==> src/psa_pkg.sv <==
package psa_pkg;
  localparam int          ADDR_W        = 8;
  localparam int          DATA_W        = 32;
  localparam int          NUM_CHAN      = 4;
  // Register offsets (byte addresses, one aligned word each).
  localparam logic [7:0]  OFF_WP_KEY    = 8'h00;
  localparam logic [7:0]  OFF_IC_SEL    = 8'h04;
  localparam logic [7:0]  OFF_STATUS    = 8'h08;
  localparam logic [7:0]  OFF_IRQ_STAT  = 8'h0C;
  localparam logic [7:0]  OFF_IRQ_MASK  = 8'h10;
  localparam logic [7:0]  OFF_PROT_CTRL = 8'h14;
  localparam logic [7:0]  OFF_CHAN_BASE = 8'h20;
  localparam logic [7:0]  OFF_CHAN_END  = 8'h2C;
  // Field positions.
  localparam int          FMT_PD_BIT    = 3;
  localparam int          IRQ_PROT_WR   = 0;
  localparam int          IRQ_REJECT    = 1;
  localparam int          IRQ_FAULT     = 2;
  localparam int          IRQ_W         = 3;
  // Values.
  localparam logic [31:0] WP_KEY_UNLOCK = 32'hAAAA_AAAA;
  localparam logic [31:0] WP_KEY_RESET  = 32'h0000_0000;
  localparam logic [31:0] REG_ZERO      = 32'h0000_0000;
  localparam logic [31:0] UNMAPPED_DATA = 32'h0000_0000;
endpackage

==> src/psa_setup_access.sv <==
`timescale 1ns/1ps
// Notes on behaviour
// - Pulse-and-direction format puts step on phase-D low side, direction on high side.
// - That format is chosen only when bit 3 of the channel format control is 1.
// - Fault status bit reads 0 while the fault coupler conducts, 1 otherwise.
// - Amplifier enable has no programmable polarity; enable always drives the same relay.
// - Protected writes are accepted only while the key register holds AAAAAAAA hex.
// - After an accepted protected write the key register returns to 0.
// - Device answers as interface IC number 0 to 15 from the address switches.
// - Channel index 0 to 3 addresses hardware channels 1 to 4.
// - Indices 0 and 1 are base-board channels, 2 and 3 piggyback channels.
// - Setup elements sit in 32-bit words, some packed as partial fields.
module psa_setup_access
  import psa_pkg::*;
(
  input  wire logic                       ref_clk,
  input  wire logic                       rst_n,
  input  wire logic [3:0]                 address_switch_bank,
  input  wire logic [3:0]                 busIcSel,
  input  wire logic [psa_pkg::ADDR_W-1:0] busAddr,
  input  wire logic [psa_pkg::DATA_W-1:0] busWrData,
  input  wire logic                       busWr,
  input  wire logic                       busRd,
  output logic      [psa_pkg::DATA_W-1:0] busRdData,
  input  wire logic [3:0]                 stepPulse,
  input  wire logic [3:0]                 stepDir,
  input  wire logic [3:0]                 pwmLow,
  input  wire logic [3:0]                 pwmHigh,
  input  wire logic [3:0]                 ampEnable,
  input  wire logic [3:0]                 faultCouplerOn,
  output logic      [3:0]                 phase_d_low_side_output,
  output logic      [3:0]                 phase_d_high_side_output,
  output logic      [3:0]                 ampRelayOn,
  output logic      [3:0]                 channelBaseBoard,
  output logic                            irq
);
  import psa_pkg::*;

  logic                     rstMeta_q;
  logic                     rstMeta_d;
  logic                     rstSync_q;
  logic                     rstSync_d;
  logic                     rstN;
  logic [3:0]               icIdMeta_q;
  logic [3:0]               icIdMeta_d;
  logic [3:0]               icId_q;
  logic [3:0]               icId_d;
  logic [3:0]               faultMeta_q;
  logic [3:0]               faultMeta_d;
  logic [3:0]               faultSync_q;
  logic [3:0]               faultSync_d;
  logic [3:0]               faultPrev_q;
  logic [3:0]               faultPrev_d;
  logic [1:0]               faultArm_q;
  logic [1:0]               faultArm_d;
  logic                     faultArmed;
  logic [3:0]               stepMeta_q;
  logic [3:0]               stepMeta_d;
  logic [3:0]               stepSync_q;
  logic [3:0]               stepSync_d;
  logic [3:0]               dirMeta_q;
  logic [3:0]               dirMeta_d;
  logic [3:0]               dirSync_q;
  logic [3:0]               dirSync_d;

  logic [DATA_W-1:0]        write_protect_key_q;
  logic [DATA_W-1:0]        write_protect_key_d;
  logic [DATA_W-1:0]        protMask_q;
  logic [DATA_W-1:0]        protMask_d;
  logic [DATA_W-1:0]        chanFmt_q [NUM_CHAN];
  logic [DATA_W-1:0]        chanFmt_d [NUM_CHAN];
  logic [IRQ_W-1:0]         irqStat_q;
  logic [IRQ_W-1:0]         irqStat_d;
  logic [IRQ_W-1:0]         irqMask_q;
  logic [IRQ_W-1:0]         irqMask_d;
  logic [DATA_W-1:0]        rdData_q;
  logic [DATA_W-1:0]        rdData_d;

  logic                     selected;
  logic                     wrEn;
  logic                     rdEn;
  logic                     chanHit;
  logic [1:0]               chanIdx;
  logic                     isProtected;
  logic                     keyOk;
  logic                     protWrOk;
  logic                     protWrRefused;
  logic [3:0]               faultStatus;

  // Channel register index from a byte address inside the channel window.
  function automatic logic [1:0] chan_index(input logic [ADDR_W-1:0] addr);
    logic [ADDR_W-1:0] rel;
    rel = addr - OFF_CHAN_BASE;
    return rel[3:2];
  endfunction

  // A four-bit field read back in the low bits of an otherwise zero word.
  function automatic logic [DATA_W-1:0] nibble_word(input logic [3:0] val);
    return {28'h000_0000, val};
  endfunction

  // An interrupt register read back in the low bits of an otherwise zero word.
  function automatic logic [DATA_W-1:0] irq_word(input logic [IRQ_W-1:0] val);
    return {29'h000_0000, val};
  endfunction

  // Reset is applied asynchronously but released in step with the clock.
  always_comb begin
    rstMeta_d = 1'b1;
    rstSync_d = rstMeta_q;
  end

  always_ff @(posedge ref_clk or negedge rst_n) begin
    if (!rst_n) begin
      rstMeta_q <= 1'b0;
      rstSync_q <= 1'b0;
    end else begin
      rstMeta_q <= rstMeta_d;
      rstSync_q <= rstSync_d;
    end
  end
  assign rstN = rstSync_q;

  // Only the second flop of each pair feeds logic; the first may still be settling.
  always_comb begin
    icIdMeta_d  = address_switch_bank;
    icId_d      = icIdMeta_q;
    faultMeta_d = faultCouplerOn;
    faultSync_d = faultMeta_q;
    faultPrev_d = faultSync_q;
    stepMeta_d  = stepPulse;
    stepSync_d  = stepMeta_q;
    dirMeta_d   = stepDir;
    dirSync_d   = dirMeta_q;
    // A coupler already conducting at reset release raises no event; the status word still shows it.
    faultArm_d  = faultArmed ? faultArm_q : faultArm_q + 2'h1;
  end
  assign faultArmed = &faultArm_q;

  always_ff @(posedge ref_clk or negedge rstN) begin
    if (!rstN) begin
      icIdMeta_q  <= 4'h0;
      icId_q      <= 4'h0;
      faultMeta_q <= 4'h0;
      faultSync_q <= 4'h0;
      faultPrev_q <= 4'h0;
      stepMeta_q  <= 4'h0;
      stepSync_q  <= 4'h0;
      dirMeta_q   <= 4'h0;
      dirSync_q   <= 4'h0;
      faultArm_q  <= 2'h0;
    end else begin
      icIdMeta_q  <= icIdMeta_d;
      icId_q      <= icId_d;
      faultMeta_q <= faultMeta_d;
      faultSync_q <= faultSync_d;
      faultPrev_q <= faultPrev_d;
      stepMeta_q  <= stepMeta_d;
      stepSync_q  <= stepSync_d;
      dirMeta_q   <= dirMeta_d;
      dirSync_q   <= dirSync_d;
      faultArm_q  <= faultArm_d;
    end
  end

  // Strap changes need two cycles to reach this compare; software must not access the IC meanwhile.
  assign selected    = (busIcSel == icId_q);
  assign wrEn        = busWr & selected;
  assign rdEn        = busRd & selected;
  assign chanHit     = (busAddr >= OFF_CHAN_BASE) && (busAddr <= OFF_CHAN_END) && (busAddr[1:0] == 2'b00);
  assign chanIdx     = chan_index(busAddr);
  // Channel format words and the protection mask itself are guarded by the key.
  assign isProtected = chanHit || (busAddr == OFF_PROT_CTRL);
  // The key is compared whole, so a near miss locks the protected words just as zero does.
  assign keyOk       = (write_protect_key_q == WP_KEY_UNLOCK);
  assign faultStatus = ~faultSync_q;
  assign protWrOk      = wrEn && isProtected && keyOk;
  assign protWrRefused = wrEn && isProtected && !keyOk;

  // Only an accepted protected write uses up the key; a refused one leaves it for software to inspect.
  always_comb begin
    write_protect_key_d    = write_protect_key_q;
    protMask_d = protMask_q;
    irqMask_d  = irqMask_q;
    irqStat_d  = irqStat_q;
    for (int c = 0; c < NUM_CHAN; c++) begin
      chanFmt_d[c] = chanFmt_q[c];
    end
    if (wrEn) begin
      if (isProtected) begin
        if (keyOk) begin
          if (chanHit) begin
            chanFmt_d[chanIdx] = busWrData;
          end else begin
            protMask_d = busWrData;
          end
          write_protect_key_d = WP_KEY_RESET;
        end
      end else begin
        unique case (busAddr)
          OFF_WP_KEY:   write_protect_key_d = busWrData;
          OFF_IRQ_MASK: irqMask_d = busWrData[IRQ_W-1:0];
          OFF_IRQ_STAT: irqStat_d = irqStat_q & ~busWrData[IRQ_W-1:0];
          default:      write_protect_key_d = write_protect_key_q;
        endcase
      end
    end
    // Hardware events win over a write-one clear in the same cycle.
    if (protWrOk) begin
      irqStat_d[IRQ_PROT_WR] = 1'b1;
    end
    if (protWrRefused) begin
      irqStat_d[IRQ_REJECT] = 1'b1;
    end
    if (faultArmed && |(faultSync_q & ~faultPrev_q)) begin
      irqStat_d[IRQ_FAULT] = 1'b1;
    end
  end

  // Read data are zero outside their one-cycle slot, so several ICs can share one return path.
  always_comb begin
    rdData_d = UNMAPPED_DATA;
    if (rdEn) begin
      if (chanHit) begin
        rdData_d = chanFmt_q[chanIdx];
      end else begin
        unique case (busAddr)
          OFF_WP_KEY:    rdData_d = write_protect_key_q;
          OFF_IC_SEL:    rdData_d = nibble_word(icId_q);
          OFF_STATUS:    rdData_d = nibble_word(faultStatus);
          OFF_IRQ_STAT:  rdData_d = irq_word(irqStat_q);
          OFF_IRQ_MASK:  rdData_d = irq_word(irqMask_q);
          OFF_PROT_CTRL: rdData_d = protMask_q;
          default:       rdData_d = UNMAPPED_DATA;
        endcase
      end
    end
  end

  always_ff @(posedge ref_clk or negedge rstN) begin
    if (!rstN) begin
      write_protect_key_q    <= WP_KEY_RESET;
      protMask_q <= REG_ZERO;
      irqStat_q  <= '0;
      irqMask_q  <= '0;
      rdData_q   <= REG_ZERO;
      for (int c = 0; c < NUM_CHAN; c++) begin
        chanFmt_q[c] <= REG_ZERO;
      end
    end else begin
      write_protect_key_q    <= write_protect_key_d;
      protMask_q <= protMask_d;
      irqStat_q  <= irqStat_d;
      irqMask_q  <= irqMask_d;
      rdData_q   <= rdData_d;
      for (int c = 0; c < NUM_CHAN; c++) begin
        chanFmt_q[c] <= chanFmt_d[c];
      end
    end
  end

  // Output mux is registered so the connector lines never glitch on a format change.
  logic [3:0] pdLow_d;
  logic [3:0] pdHigh_d;
  logic [3:0] pdLow_q;
  logic [3:0] pdHigh_q;
  logic [3:0] relay_q;
  logic [3:0] relay_d;

  always_comb begin
    // No inversion is offered; the sense of the relay is set by which contact is wired.
    relay_d = ampEnable;
    for (int c = 0; c < NUM_CHAN; c++) begin
      if (chanFmt_q[c][FMT_PD_BIT]) begin
        pdLow_d[c]  = stepSync_q[c];
        pdHigh_d[c] = dirSync_q[c];
      end else begin
        pdLow_d[c]  = pwmLow[c];
        pdHigh_d[c] = pwmHigh[c];
      end
    end
  end

  always_ff @(posedge ref_clk or negedge rstN) begin
    if (!rstN) begin
      pdLow_q  <= 4'h0;
      pdHigh_q <= 4'h0;
      relay_q  <= 4'h0;
    end else begin
      pdLow_q  <= pdLow_d;
      pdHigh_q <= pdHigh_d;
      relay_q  <= relay_d;
    end
  end

  assign phase_d_low_side_output  = pdLow_q;
  assign phase_d_high_side_output = pdHigh_q;
  assign ampRelayOn               = relay_q;
  // Channels 0 and 1 sit on the base board, 2 and 3 on the piggyback board.
  assign channelBaseBoard         = 4'b0011;
  assign busRdData                = rdData_q;
  // The level drops as soon as software clears or masks the last pending bit.
  assign irq                      = |(irqStat_q & irqMask_q);
endmodule

==> config.mk <==
export PLATFORM = sky130hd
export DESIGN_NAME = psa_setup_access
export DESIGN_NICKNAME = d
export VERILOG_FILES = /design/src/psa_pkg.sv /design/src/psa_setup_access.sv
export SDC_FILE = /design/constraint.sdc
export NUM_CORES = 1
export LEC_CHECK = 0
export BUFFER_PORTS_ARGS = -buffer_cell sky130_fd_sc_hd__buf_2
export CORE_MARGIN = 1
export CORE_UTILIZATION = 53
export DETAILED_ROUTE_END_ITERATION = 12
export HOLD_SLACK_MARGIN = 0.08
export PLACE_DENSITY = 0.79
export SLEW_MARGIN = 20
export SYNTH_ARGS = -nofsm -noshare
export SYNTH_HDL_FRONTEND = slang
export SYNTH_SLANG_ARGS = --single-unit
==> constraint.sdc <==
create_clock -name ref_clk -period 17.2 [get_ports ref_clk]
set_clock_uncertainty 0.15 [all_clocks]
set_input_delay 3.44 -clock ref_clk [delete_from_list [all_inputs] [get_ports ref_clk]]
set_output_delay 3.44 -clock ref_clk [all_outputs]
set_load 0.005 [all_outputs]
==> results.txt <==
The wire length per cell after detailed routing works out to 21.1 microns. Of the total power, registers draw 50.1%. The tools report the data arrival time of the critical path as 6590 ps.

Adding up every negative setup slack in the final design gives 0 ps. The latest clock arrival within the worst-skew pair was 540 ps. The synthesized netlist contains 47 unique library cells. The worst register-to-register path has a setup slack of 13470 ps.

The buffer cell driving the clock tree root was sky130_fd_sc_hd__clkbuf_16. The routed layout has 7420 vias. The final critical path takes up 36.7% of the cycle.

For the worst setup path, the data required time is 17470 ps. The worst-case vdd ir drop was 0.0622 mV. Routability-driven placement finished with a final weighted congestion of 0.794.

The tools report the initial core utilization as 54.0%. In this run the most critical hold path is launched from dirMeta_q[3]$_DFF_PN0_. The tools report the number of standard cells in the layout, taps in and fillers out as 1226.

The synthesis-to-finish area growth works out to 15.0%. Summed over all nets, the switching power comes to 0.290 mW. From left edge to right edge, the die measures 151 microns.

Derived from the worst setup path, the maximum achievable clock frequency is 158 MHz. Counting the fill cells in the layout gives 1652. The number of nets still failing antenna checks after routing is 0. The post-synth design cell area was 0.0118 sq mm. Hold is met by 197 ps. The tools report the total setup buffers inserted after CTS as 0.

The top cell types in the final layout, fill and taps aside, are sky130_fd_sc_hd__dfrtp_1, sky130_fd_sc_hd__mux2_2, sky130_fd_sc_hd__buf_2. The dominant cell type by area after synthesis is sky130_fd_sc_hd__dfrtp_1. The die extent in y is 151 microns, and the slew at the pin with the worst max-slew slack is 1090 ps. The cell leakage power is 6.52 nW, and the post-CTS resize count is 0.

The first global-routing pass estimated 41.3 mm of wire. For the number of antenna violations at the first check in global routing, the log shows 0. Family of cells with the greatest summed delay on the critical path: simple AND/OR/NAND/NOR gates. After detailed routing, the number of remaining DRC violations is 0.

For this run, the slowest stage of the critical path takes 1170 ps. The worst setup path is captured at a flip-flop. In this run switching power makes up 21.5% of total power.

The run finished with clean final reports. In the routed layout, each cell is associated on average with a via count of 6.05. The leading cell type in the layout, fill and taps excluded was sky130_fd_sc_hd__dfrtp_1.

Setup violations remaining at the end of the flow were counted as 0. In this run, post-CTS hold repair placed 0 buffers. The count of final max-slew check failures was 0. Number of buffer cells added on primary ports: 120. The number of max-cap violations came out at 0. Clock tree synthesis inserted a total of 29 buffers. For this design the top-level I/O count stands at 125. The power per cell area is 99.9 mW/mm^2.

After layout, the design draws a total of 1.35 mW. Entering global routing, the biggest net connects 88 pins. Number of design-rule violations left by the first detailed-router iteration: 532. The setup path with the least slack is of type primary input to flip-flop. The critical path contains buffers and inverters numbering 2 combined. The number of cells on the worst reg-to-reg path is 5. The run gives 3.9% as the proportion of power drawn by combinational gates. The number of cells on the worst hold path came out at 0.

STA classifies the critical path startpoint as a primary input. The minimum clock period is 6320 ps. During synthesis, Yosys emitted a total of 0 warnings. By area the synthesized netlist is led by sky130_fd_sc_hd__dfrtp_1, sky130_fd_sc_hd__mux2_2, sky130_fd_sc_hd__mux4_2. For this run, the register share of the synthesized area comes to 60.0%. The worst hold path class is flip-flop to flip-flop. The number of cells in the design after placement was 1176.

Clock-pin slew was measured on the worst setup and hold paths at 60 ps. The run gives 0 as the number of diodes. On the critical path, the stage with the largest delay is an instance of sky130_fd_sc_hd__nor4_2. The via count of the first global-routing pass was 7711.

The capturing point of the worst reg2reg path was chanFmt_q[86]$_DFFE_PN0P_. The maximum net fanout on the critical path is 25, and the synthesized area per cell is 14.4 sq um. The path with the worst hold slack has its endpoint at dirSync_q[3]$_DFF_PN0_. The tools report the startpoint of the lowest-slack register-to-register path as icId_q[1]$_DFF_PN0_. The top cell type by area accounts for 60.0% of the synthesized area. The routed design has 25.8 mm of wire. The tools report the number of H-tree levels as 1. For this run, the post-layout net count is 1004. The aggregate global routing overflow came out at 0. After technology mapping, the gate count stands at 819. Walking the worst path, the cells encountered are buf_2, xnor2_1, nand4_1, nor4_2, buf_4, mux2_2. The run gives 23.7% as the total global routing track utilization.

After floorplanning, the core was divided into 54 placement rows. The number of hold violations in the final report was 0. The first TritonRoute pass finished after 6 iterations. Setup repair after global routing left no endpoint under its margin. The clock network burns 45.9% of the power.

The run gives 0.0228 sq mm as the full die area. Clock tree synthesis found a total of 282 sinks. The longest clock path from root to sink contains 3 buffers. The internal power came out at 1.06 mW.

Number of flip-flops and latches in the synthesized netlist: 282. TritonCTS built the clock tree. Cells with a size suffix above 1 make up 43.3% of the layout.

The logs give 26.5% for the relative slew slack and 0.0218 sq mm for the area of the core region. Detailed placement ended at an HPWL of 16.1 mm.
synthesized netlist by cell type (all sizes together):
| master | count |
|---|---|
| or2 | 2 |
| nand2b | 2 |
| o311ai | 1 |
| dfrtp | 282 |
| nor2 | 8 |
| nor4bb | 8 |
| nand4 | 26 |
| a22oi | 30 |
| xnor2 | 5 |
| o21ai | 20 |
| nand4bb | 1 |
| and3 | 2 |
| a311oi | 1 |
| mux2 | 188 |
| a211oi | 2 |
| nor2b | 4 |
| mux4 | 32 |
| nand2 | 52 |
| mux2i | 4 |
| nor3 | 5 |
| nor3b | 1 |
| a222oi | 1 |
| nor4 | 5 |
| buf | 22 |
| o211ai | 16 |
| conb | 2 |
| o32ai | 2 |
| and4 | 4 |
| a21oi | 33 |
| or4 | 3 |
| o221ai | 1 |
| a22o | 3 |
| ha | 1 |
| clkbuf | 38 |
| o31ai | 1 |
| nand4b | 1 |
| nand3 | 2 |
| nor4b | 1 |
| inv | 7 |
state kept, by name, summed over array words and instances, names as in the netlist, 2 cells and up:
signal                    cells
chanFmt_q                   128
busRdData                    32
protMask_q                   32
write_protect_key_q          32
ampRelayOn                    4
dirMeta_q                     4
dirSync_q                     4
faultMeta_q                   4
faultPrev_d                   4
faultPrev_q                   4
icIdMeta_q                    4
icId_q                        4
phase_d_high_side_output      4
phase_d_low_side_output       4
stepMeta_q                    4
stepSync_q                    4
irqMask_q                     3
irqStat_q                     3
faultArm_q                    2
area by class of cell:
cell class	count	area, sq um	area share (%)
Tap cell	280	350	2.59
Timing Repair Buffer	134	713	5.28
Clock buffer	41	851	6.30
Inverter	7	26.3	0.194
Sequential cell	282	7060	52.2
Multi-Input combinational cell	473	4410	32.7
Clock inverter	9	101	0.750
routing by layer:
layer	track usage, %	routed length [microns]	up-vias
met4	7.65	693	0
met1	32.9	10900	3860
met2	38.4	12700	269
met3	3.67	1610	55
met5	0	0	-
li1	-	-	3236
cells by family (layout without fill, tap and decap cells):
logic type	count (synthesis)	count (layout)	share of synthesized area [%]
muxes	224	224	24.5
DFF	282	282	60.0
and+or+nand+nor	127	127	6.24
xor gates and xnor gates	5	5	0.373
buffers and inverters	67	191	2.63
other	2	5	0.0639
AOI/OAI and AO/OA	111	111	6.07
adders and majority gates	1	1	0.106
worst max path at each step:
stage | startpoint | end | cells after the start
finish | busIcSel[1] | chanFmt_q[86]$_DFFE_PN0P_ | 6
global route | busIcSel[1] | chanFmt_q[67]$_DFFE_PN0P_ | 6
CTS | busIcSel[1] | chanFmt_q[70]$_DFFE_PN0P_ | 6
detailed placement | busIcSel[1] | chanFmt_q[94]$_DFFE_PN0P_ | 6
global placement | busIcSel[1] | chanFmt_q[94]$_DFFE_PN0P_ | 6
floorplan | rstN$_DFF_PN0_ | ampRelayOn[0]$_DFF_PN0_ | 0
through the flow:
step	cell area (sq um)	util, %	setup WS [ps]
6_report	13500	62.1	10880
5_1_grt	13500	62.1	10760
4_1_cts	13500	62.1	10850
3_5_place_dp	12600	57.7	10340
3_3_place_gp	12600	57.7	10500
2_1_floorplan	11800	-	8610
power groups by stage:
stage	Combinational, mW	Clock (mW)	Sequential, mW
floorplan	0.0215	0	0.695
global placement	0.0525	0	0.689
detailed placement	0.0534	0	0.689
CTS	0.0537	0.631	0.677
global route	0.0592	0.657	0.678
finish	0.0531	0.621	0.677
No activity file was read; power rests on OpenSTA's default activity.
